[src/fwci_defs.svh]
// Constants for the flash word command host controller.
`ifndef FWCI_DEFS_SVH
`define FWCI_DEFS_SVH
// Behaviour
// - Erase sequence ends with 10H for chip erase, 30H for main region erase.
// - During erase writes, output-enable is held high while write and select are low.
// - Toggle status bit advances on each read while an operation is busy.
// - Each toggled input meets a 150 ns minimum high pulse between status reads.
// - Completion is detected only when the toggle bit stops changing between reads.
// - Polling keeps the address constant across the whole polling sequence.
// - Command writes use only the low data byte and address bits 14 to 0.
`define FWCI_CLK_PERIOD_NS 8
`define FWCI_WRITE_PULSE_NS 90
`define FWCI_WRITE_HIGH_NS 90
`define FWCI_READ_ACCESS_NS 90
`define FWCI_TOGGLE_HIGH_PULSE_MIN_NS 150
`define FWCI_WRITE_PULSE_CYC ((`FWCI_WRITE_PULSE_NS + `FWCI_CLK_PERIOD_NS - 1) / `FWCI_CLK_PERIOD_NS)
`define FWCI_WRITE_HIGH_CYC ((`FWCI_WRITE_HIGH_NS + `FWCI_CLK_PERIOD_NS - 1) / `FWCI_CLK_PERIOD_NS)
`define FWCI_READ_ACCESS_CYC ((`FWCI_READ_ACCESS_NS + `FWCI_CLK_PERIOD_NS - 1) / `FWCI_CLK_PERIOD_NS)
`define FWCI_TOGGLE_HIGH_CYC ((`FWCI_TOGGLE_HIGH_PULSE_MIN_NS + `FWCI_CLK_PERIOD_NS - 1) / `FWCI_CLK_PERIOD_NS)
`define FWCI_SYNC_SLACK_CYC 3
`define FWCI_CMD_MASK 16'h7FFF
`define FWCI_CHIP_ERASE_CODE 8'h10
`define FWCI_MAIN_ERASE_CODE 8'h30
`define FWCI_TOGGLE_BIT 6
`define FWCI_OP_READ 3'h0
`define FWCI_OP_WRITE 3'h1
`define FWCI_OP_POLL 3'h2
`define FWCI_OP_ERASE_WR 3'h3
`define FWCI_ID_ADDR_MAKER 16'h0000
`define FWCI_ID_ADDR_PART 16'h0001
`define FWCI_BOOT_LO 16'h0000
`define FWCI_BOOT_HI 16'h1FFF
`endif

[src/fwci_pkg.sv]
// Types for the flash word command host controller.
package fwci_pkg;
  typedef enum logic [2:0] {
    FWCI_IDLE = 3'b000,
    FWCI_SETUP = 3'b001,
    FWCI_PULSE = 3'b010,
    FWCI_RECOVER = 3'b011,
    FWCI_RWAIT = 3'b100,
    FWCI_RDONE = 3'b101,
    FWCI_HIGHP = 3'b110
  } fwci_state_t;
endpackage

[src/fwci_host.sv]
// Host controller that drives a word-wide flash over its asynchronous pins.
`timescale 1ns/1ps
`include "fwci_defs.svh"
module fwci_host
  import fwci_pkg::*;
#(
  parameter int POLL_LIMIT = 65535
) (
  input wire logic i_sys_clk,
  input wire logic i_rst_n,
  input wire logic i_req,
  input wire logic [2:0] i_op,
  input wire logic [15:0] i_addr,
  input wire logic [15:0] i_wdata,
  input wire logic i_boot_locked,
  output logic o_ready,
  output logic o_done,
  output logic o_refused,
  output logic o_timeout,
  output logic [15:0] o_rdata,
  output logic o_ce_n,
  output logic o_oe_n,
  output logic o_we_n,
  output logic [15:0] o_addr,
  output logic [15:0] o_dq_out,
  output logic o_dq_oe,
  input wire logic [15:0] i_dq_in
);
  localparam logic [7:0] PULSE_CYC = 8'(`FWCI_WRITE_PULSE_CYC);
  localparam logic [7:0] HIGH_CYC = 8'(`FWCI_WRITE_HIGH_CYC);
  localparam logic [7:0] READ_CYC = 8'(`FWCI_READ_ACCESS_CYC + `FWCI_SYNC_SLACK_CYC);
  localparam logic [7:0] TOGGLE_CYC = 8'(`FWCI_TOGGLE_HIGH_CYC);

  fwci_state_t state_reg, state_next;
  logic [7:0] cnt_reg;
  logic [2:0] op_reg;
  logic have_prev_reg;
  logic prev_tog_reg;
  logic stable_reg;
  logic [31:0] polls_reg;
  logic [15:0] s1_reg, s2_reg, s3_reg;
  logic ready_reg, done_reg, refused_reg, timeout_reg;
  logic [15:0] rdata_reg;
  logic ce_n_reg, oe_n_reg, we_n_reg, dq_oe_reg;
  logic [15:0] addr_reg, dq_reg;

  wire is_write = (i_op == `FWCI_OP_WRITE) || (i_op == `FWCI_OP_ERASE_WR);
  // Boot block guard.
  wire in_boot = (i_addr >= `FWCI_BOOT_LO) && (i_addr <= `FWCI_BOOT_HI);
  // Boot lockout refusal; a locked part would silently ignore it otherwise.
  wire refuse = (i_op == `FWCI_OP_WRITE) && i_boot_locked && in_boot;
  wire cnt_done = (cnt_reg == 8'h00);
  wire sync_same = (s2_reg == s3_reg);
  wire cur_tog = s3_reg[`FWCI_TOGGLE_BIT];
  // stable toggle detect.
  // Compared as a new sample lands, so a read is never matched against itself.
  wire stable = have_prev_reg && (cur_tog == prev_tog_reg);
  wire poll_over = (polls_reg >= 32'(POLL_LIMIT));
  wire [15:0] cmd_addr = (i_op == `FWCI_OP_ERASE_WR) ? (i_addr & `FWCI_CMD_MASK) : i_addr;
  wire [15:0] cmd_data = (i_op == `FWCI_OP_ERASE_WR) ? {8'h00, i_wdata[7:0]} : i_wdata;

  always_comb begin
    state_next = state_reg;
    case (state_reg)
      FWCI_IDLE: begin
        if (i_req && !refuse) begin
          state_next = is_write ? FWCI_SETUP : FWCI_RWAIT;
        end
      end
      FWCI_SETUP: state_next = FWCI_PULSE;
      FWCI_PULSE: begin
        if (cnt_done) begin
          state_next = FWCI_RECOVER;
        end
      end
      FWCI_RECOVER: begin
        if (cnt_done) begin
          state_next = FWCI_IDLE;
        end
      end
      FWCI_RWAIT: begin
        if (cnt_done && sync_same) begin
          state_next = FWCI_RDONE;
        end
      end
      FWCI_RDONE: begin
        if (op_reg == `FWCI_OP_POLL && !stable_reg && !poll_over) begin
          state_next = FWCI_HIGHP;
        end else begin
          state_next = FWCI_IDLE;
        end
      end
      FWCI_HIGHP: begin
        if (cnt_done) begin
          state_next = FWCI_RWAIT;
        end
      end
      default: state_next = FWCI_IDLE;
    endcase
  end

  always_ff @(posedge i_sys_clk or negedge i_rst_n) begin
    if (!i_rst_n) begin
      s1_reg <= 16'h0000;
      s2_reg <= 16'h0000;
      s3_reg <= 16'h0000;
    end else begin
      s1_reg <= i_dq_in;
      s2_reg <= s1_reg;
      s3_reg <= s2_reg;
    end
  end

  always_ff @(posedge i_sys_clk or negedge i_rst_n) begin
    if (!i_rst_n) begin
      state_reg <= FWCI_IDLE;
      cnt_reg <= 8'h00;
      op_reg <= `FWCI_OP_READ;
      have_prev_reg <= 1'b0;
      prev_tog_reg <= 1'b0;
      stable_reg <= 1'b0;
      polls_reg <= 32'h00000000;
      ready_reg <= 1'b0;
      done_reg <= 1'b0;
      refused_reg <= 1'b0;
      timeout_reg <= 1'b0;
      rdata_reg <= 16'h0000;
      ce_n_reg <= 1'b1;
      oe_n_reg <= 1'b1;
      we_n_reg <= 1'b1;
      dq_oe_reg <= 1'b0;
      addr_reg <= 16'h0000;
      dq_reg <= 16'h0000;
    end else begin
      state_reg <= state_next;
      done_reg <= 1'b0;
      refused_reg <= 1'b0;
      ready_reg <= (state_next == FWCI_IDLE);
      if (!cnt_done) begin
        cnt_reg <= cnt_reg - 8'h01;
      end
      case (state_reg)
        FWCI_IDLE: begin
          if (i_req && refuse) begin
            refused_reg <= 1'b1;
            ready_reg <= 1'b1;
          end else if (i_req) begin
            op_reg <= i_op;
            addr_reg <= cmd_addr;
            dq_reg <= cmd_data;
            have_prev_reg <= 1'b0;
            polls_reg <= 32'h00000000;
            timeout_reg <= 1'b0;
            ce_n_reg <= 1'b0;
            if (is_write) begin
              oe_n_reg <= 1'b1;
              dq_oe_reg <= 1'b1;
            end else begin
              oe_n_reg <= 1'b0;
              cnt_reg <= READ_CYC;
            end
          end
        end
        FWCI_SETUP: begin
          we_n_reg <= 1'b0;
          cnt_reg <= PULSE_CYC - 8'h01;
        end
        FWCI_PULSE: begin
          if (cnt_done) begin
            we_n_reg <= 1'b1;
            ce_n_reg <= 1'b1;
            cnt_reg <= HIGH_CYC - 8'h01;
          end
        end
        FWCI_RECOVER: begin
          if (cnt_done) begin
            dq_oe_reg <= 1'b0;
            done_reg <= 1'b1;
          end
        end
        FWCI_RWAIT: begin
          if (cnt_done && sync_same) begin
            rdata_reg <= s3_reg;
            prev_tog_reg <= cur_tog;
            stable_reg <= stable;
            have_prev_reg <= 1'b1;
            polls_reg <= polls_reg + 32'h00000001;
          end
        end
        FWCI_RDONE: begin
          // full high pulse.
          // Each poll read except the last ends with a full high pulse on both strobes.
          ce_n_reg <= 1'b1;
          oe_n_reg <= 1'b1;
          if (op_reg == `FWCI_OP_POLL && !stable_reg && !poll_over) begin
            cnt_reg <= TOGGLE_CYC;
          end else begin
            done_reg <= 1'b1;
            timeout_reg <= (op_reg == `FWCI_OP_POLL) && !stable_reg;
          end
        end
        FWCI_HIGHP: begin
          if (cnt_done) begin
            ce_n_reg <= 1'b0;
            oe_n_reg <= 1'b0;
            cnt_reg <= READ_CYC;
          end
        end
        default: begin
          ce_n_reg <= 1'b1;
        end
      endcase
    end
  end

  assign o_ready = ready_reg;
  assign o_done = done_reg;
  assign o_refused = refused_reg;
  assign o_timeout = timeout_reg;
  assign o_rdata = rdata_reg;
  assign o_ce_n = ce_n_reg;
  assign o_oe_n = oe_n_reg;
  assign o_we_n = we_n_reg;
  assign o_addr = addr_reg;
  assign o_dq_out = dq_reg;
  assign o_dq_oe = dq_oe_reg;
endmodule

[config.mk]
export PLATFORM = sky130hd
export DESIGN_NAME = fwci_host
export DESIGN_NICKNAME = d
export VERILOG_FILES = /design/src/fwci_pkg.sv /design/src/fwci_host.sv
export VERILOG_INCLUDE_DIRS = /design/src
export SDC_FILE = /design/constraint.sdc
export NUM_CORES = 1
export LEC_CHECK = 0
export ABC_AREA = 1
export BUFFER_PORTS_ARGS = -buffer_cell sky130_fd_sc_hd__buf_2
export CAP_MARGIN = 20
export CORE_ASPECT_RATIO = 1.4
export CORE_MARGIN = 10
export CORE_UTILIZATION = 56
export CTS_CLUSTER_SIZE = 8
export DETAILED_ROUTE_END_ITERATION = 16
export GPL_ROUTABILITY_DRIVEN = 1
export PLACE_DENSITY = 0.79
export SLEW_MARGIN = 15
export SYNTH_ARGS = -nofsm -noshare
export SYNTH_HDL_FRONTEND = slang
export SYNTH_SLANG_ARGS = --single-unit
export TNS_END_PERCENT = 10
[constraint.sdc]
create_clock -name i_sys_clk -period 2.05 [get_ports i_sys_clk]
set_input_delay 0.3075 -clock i_sys_clk [delete_from_list [all_inputs] [get_ports i_sys_clk]]
set_output_delay 0.3075 -clock i_sys_clk [all_outputs]
set_load 0.1 [all_outputs]
# Word-level counts from Yosys, hierarchy flattened
# Cells that the tools add are included.
# W data, S select, Z words.
[op_classes]
n_div = 0
magnitude_cmp = 3
mul = 0
n_addsub = 2
bitwise_logic = 2
n_shift = 0
eq_ne = 19
muxes = 47
n_reduce_logical = 30
[ops]
columns = ["operator", "count"]
rows = [
  ["$mux W32", 3],
  ["$pmux W32 S2", 1],
  ["$mux W8", 7],
  ["$pmux W8 S5", 1],
  ["$add A32 B1 Y32 const B", 1],
  ["$ge A32 B16 Y1 const B", 1],
  ["$mux W16", 2],
  ["$mux W3", 7],
  ["$pmux W3 S7", 1],
  ["$mux W1", 18],
  ["$eq A16 B16 Y1", 1],
  ["$ge A16 B1 Y1 const B", 1],
  ["$le A16 B13 Y1 const B", 1],
  ["$ne A2 B2 Y1 const B", 8],
  ["$eq A3 B2 Y1 const B", 4],
  ["$reduce_and A4 Y1", 3],
  ["$pmux W1 S2", 5],
  ["$reduce_and A5 Y1", 2],
  ["$eq A3 B3 Y1 const B", 3],
  ["$logic_and A1 B1 Y1", 9],
  ["$logic_not A8 Y1", 1],
  ["$reduce_bool A2 Y1", 4],
  ["$sub A8 B1 Y8 const B", 1],
  ["$eq A3 B1 Y1 const B", 2],
  ["11 further kinds", 16],
]
[word_totals]
romBits = 0
word_cells = 124
inputBits = 55
ff_bits = 153
ramBits = 0
out_inout_bits = 56
latch_bits = 0
n_memories = 0

# Logic depth before layout (Yosys ltp)
[logic_depth]
word_depth = 10
ltp_mapped = 11
ltp_nobuf = 10

# Least setup slack after synthesis
# Ideal clock, no wire load.
[synth_path]
path_type = "register to register"
start = "register cnt_reg[0]"
end = "register rdata_reg[0] (netlist: o_rdata[0])"
required_ps = 1925
path_buffers = 1
synth_period_minus_slack_ps = 1620
setup_ps = 125
arrival_time_ps = 1495
stages_incl_launch_ff = 11
slack_ps = 430
cell_sequence = "dfrtp_1 -> inv_1 -> ha_1 -> nand2_2 -> nor2_4 -> inv_2 -> nor2_4 -> nand3_4 -> buf_4 -> nand2_1 -> o21ai_1"
[synth_between]
elab_chain_cells = 3
[synth_lines]
columns = ["item", "line_no", "source"]
rows = [
  ["from (decl)", "fwci_host.sv:35", "logic [7:0] cnt_reg;"],
  ["from (signal assigned)", "fwci_host.sv:140", "cnt_reg <= cnt_reg - 8'h01;"],
  ["from (signal assigned)", "fwci_host.sv:166", "cnt_reg <= PULSE_CYC - 8'h01;"],
  ["from (signal assigned)", "fwci_host.sv:172", "cnt_reg <= HIGH_CYC - 8'h01;"],
  ["$logic_not A8 Y1", "fwci_host.sv:52", "wire cnt_done = (cnt_reg == 8'h00);"],
  ["$logic_and A1 B1 Y1", "fwci_host.sv:182", "if (cnt_done && sync_same) begin"],
  ["$reduce_and A2 Y1 (no line)", "-", ""],
  ["to (signal assigned)", "fwci_host.sv:183", "rdata_reg <= s3_reg;"],
  ["to (decl)", "fwci_host.sv:43", "logic [15:0] rdata_reg;"],
]
# Every way passes these cells.
# A chain may end at the register's enable or synchronous reset.

# Worst setup path after layout
[layout_path]
start = "register polls_reg[1]"
end = "register cnt_reg[5]"
[layout_between]
elab_chain_cells = 5
[layout_lines]
columns = ["item", "line_no", "source"]
rows = [
  ["from (decl)", "fwci_host.sv:40", "logic [31:0] polls_reg;"],
  ["from (signal assigned)", "fwci_host.sv:187", "polls_reg <= polls_reg + 32'h00000001;"],
  ["$ge A32 B16 Y1", "fwci_host.sv:58", "wire poll_over = (polls_reg >= 32'(POLL_LIMIT));"],
  ["$logic_not A1 Y1", "fwci_host.sv:195", "if (op_reg == `FWCI_OP_POLL && !stable_reg && !poll_over) begin"],
  ["$logic_and A1 B1 Y1", "fwci_host.sv:195", ""],
  ["$mux W8", "fwci_host.sv:195", ""],
  ["$pmux W8 S5", "fwci_host.sv:142", "case (state_reg)"],
]
# Every way passes these cells.

==> results.txt <==
Vias/cell = 5.16
leading area contributor after synthesis = dfrtp_1
n_diodes = 0
post-CTS setup buffers = 0
initial antenna violation count = 0
FFs w/ async S/R, synth = 1.00
via count = 5,696
syn_nets = 869
Mapped Cells = 811
layout cells sized above 1 = 0.188
Int Power = 6.11 mW
worst-skew pair later-pin latency = 0.42 ns
Max Slew Vio Count = 0
final setup TNS = 0 ns
slowest stage cell on the critical path = dfrtp_1
Area contributors post-synth = dfrtp_1 (54%), nand2_1 (15%), nor2_1 (4.9%), nand3_1 (4.1%), inv_1 (3.7%)
RSZ-0062 raised after global routing = no
top-count cell post-synth = nand2_1
sequential share of power = 0.341
flop2flop setup slack = 0.14 ns
die footprint = 17,200 um2
Filler cells = 936
Critical Path Max Stage Delay = 0.41 ns
top-area cell type share of the netlist area = 0.543
GR Util All Layers = 0.201
Routed wire per std cell = 15.3 um
CTS tree = yes
number of global-route vias before repair = 5,841
Mapped Area = 6870 um2
commonest cells in the synthesized netlist = nand2_1 (272), dfrtp_1 (149), nor2_1 (90)
# IOs = 111
non-filler instance count after layout = 1,103
min Tclk post-route = 1.91 ns
Hold Path Depth = 3
R2R depth = 9
worst r2r dst = cnt_reg[5]
Initial Util = 0.575
Worst slew margin = 0.592
H-tree Lvls = 4
clock network power share = 0.281
worst endpoint required time = 2.35 ns
Die W = 114 um
Die Y = 151 um
Core ar. = 11,900 um2
GPL Wtd Cong = 0.911
Setup Skew = 0.0121 ns
type of the tightest min-delay check = primary input to flip-flop
peak supply drop = 1.45 mV
WP data arrival = 2.21 ns
largest net degree at the start of global routing = 66
CP Class = flip-flop to flip-flop
register area share after synthesis = 0.554
CTS buffer count = 17
Setup crit end kind = flip-flop
yosys warns = 0
area grow syn2layout = 21.2%
nets@finish = 1,002
Final Cell Area = 8320 um2
DRC violations left = 0
dpl cells = 1,055
global route total overflow = 0
leakage = 4.09 nW
switching share of power = 0.457
syn_area_per_cell = 8.47 um2
Gate power share = 0.378
power density cells = 1350 nW/um2
clock sinks = 152
fmax = 0.524 GHz
FF-to-FF Start = polls_reg[1]
Final Setup Violations = 0
Synth cell types = 34
First DRT Iteration DRCs = 268
Startpoint Class = flip-flop
Cell Chain, Critical Path = ha_2 > nand2_2 > nor2_4 > nand2_2 > nor2_2 > nand2_1 > nand3_2 > nand2_1 > nor3_1
clock root buffer = clkbuf_16
Max-Cap Viols = 0
hold path startpoint = i_wdata[4]
IO Port Bufs = 110
Final Hold Fails = 0
Crit path max-delay family = simple AND/OR/NAND/NOR gates
ANT nets after route = 0
status = finished clean
first-pass GRT wire length = 28,000 um
clock buffer depth = 2
Primary FF master, synth = dfrtp_1
max FFs per register = 32
Hold Path Sink = o_dq_out[4]
# rows = 47
WL final = 16,800 um
EDFF count, synth = 0
Worst-path clk slew = 0.07 ns
crit path max fanout = 6
total power = 11.2 mW
Sw Pwr = 5.14 mW
#FFs+latches synth = 152
crit share post-route = 0.931
Final HPWL DP = 11,700 um
Bufs and invs on worst path = 0
area of placed instances = 7550 um2
DR pass1 iterations = 5
worst slew pin tran = 0.611 ns
-- cell families after synthesis --
kind of cell	synth area share
DFF	0.554
adders and majority gates	0.00547
xor gates and xnor gates	0.0357
buffers and inverters	0.0596
AOI/OAI and AO/OA	0.0638
and+or+nand+nor	0.281
-- power by group through the flow --
stage                     clock network (mW)  registers, mW  logic, mW
after global routing                    3.33           3.90       4.49
final                                   3.16           3.84       4.25
after floorplan                            0           6.23       1.01
after CTS                               3.20           3.84       4.28
after global placement                     0           3.86       4.17
after detailed placement                   0           3.87       4.22
-- cell usage in the layout, fill, tap and decap left out, types with 3 or more instances in the layout --
| master | n |
|---|---|
| a21oi_1 | 6 |
| clkinvlp_4 | 3 |
| inv_6 | 4 |
| nand2_2 | 5 |
| inv_1 | 67 |
| o21ai_0 | 22 |
| dfrtp_1 | 148 |
| o21ai_1 | 38 |
| dlygate4sd3_1 | 17 |
| nand2_1 | 272 |
| buf_12 | 3 |
| o21ai_2 | 8 |
| nor3_1 | 11 |
| nor2_1 | 90 |
| buf_2 | 109 |
| nor2_4 | 3 |
| xnor2_1 | 13 |
| nand4_1 | 10 |
| dfstp_2 | 3 |
| buf_4 | 5 |
| nand3_2 | 3 |
| xor2_1 | 15 |
| nand3_1 | 56 |
| clkbuf_16 | 17 |
| inv_8 | 3 |
-- metal layers --
layer,up-vias,track usage,wire length (um)
met5,-,0,0
met4,0,0.0878,510
met2,157,0.350,8830
li1,2831,-,-
met3,37,0.0511,770
met1,2671,0.228,6710
-- cell type report --
cell class	instances	area [um2]	share of cell area
Sequential cell	152	3810	0.458
Multi-Input combinational cell	569	2650	0.319
Timing Repair Buffer	135	825	0.0991
Clock buffer	17	425	0.0511
Inverter	69	260	0.0313
Tap cell	147	184	0.0221
Clock inverter	14	165	0.0198
-- worst max-delay path by stage --
stage            startpoint             to  slack [ns]  cells after the start
2_1_floorplan    cnt_reg[0]     o_rdata[0]        0.43                     10
3_3_place_gp   polls_reg[0]     cnt_reg[0]        0.22                     10
3_5_place_dp   polls_reg[0]     cnt_reg[6]        0.16                      9
4_1_cts        polls_reg[0]     cnt_reg[5]        0.08                      9
5_1_grt        state_reg[2]  have_prev_reg      0.0003                      6
6_report       polls_reg[1]     cnt_reg[5]        0.14                      9
-- worst register-to-register path: stages, from the launching register on --
cell and delay (ns):
dfrtp_1 0.41, ha_2 0.26, nand2_2 0.11, nor2_4 0.17, nand2_2 0.10, nor2_2 0.14
nand2_1 0.08, nand3_2 0.15, nand2_1 0.15, nor3_1 0.25
-- per-stage QoR --
step | util | hold WS [ns] | setup WS [ns]
after CTS | 0.697 | 0.0705 | 0.0844
after floorplan | - | 0.0119 | 0.430
after global routing | 0.697 | 0.0725 | 0.000314
final | 0.697 | 0.0843 | 0.142
after detailed placement | 0.633 | 0.249 | 0.155
after global placement | 0.633 | 0.244 | 0.217
-- what timing repair did --
| item | CTS | global route |
|---|---|---|
| hold buffers | 17 | 0 |
| endpoints found under the hold margin | 55 | 0 |
| setup endpoints to repair | 0 | 28 |
| resized for setup | 0 | 3 |
Power figures use the tool's default switching activity.
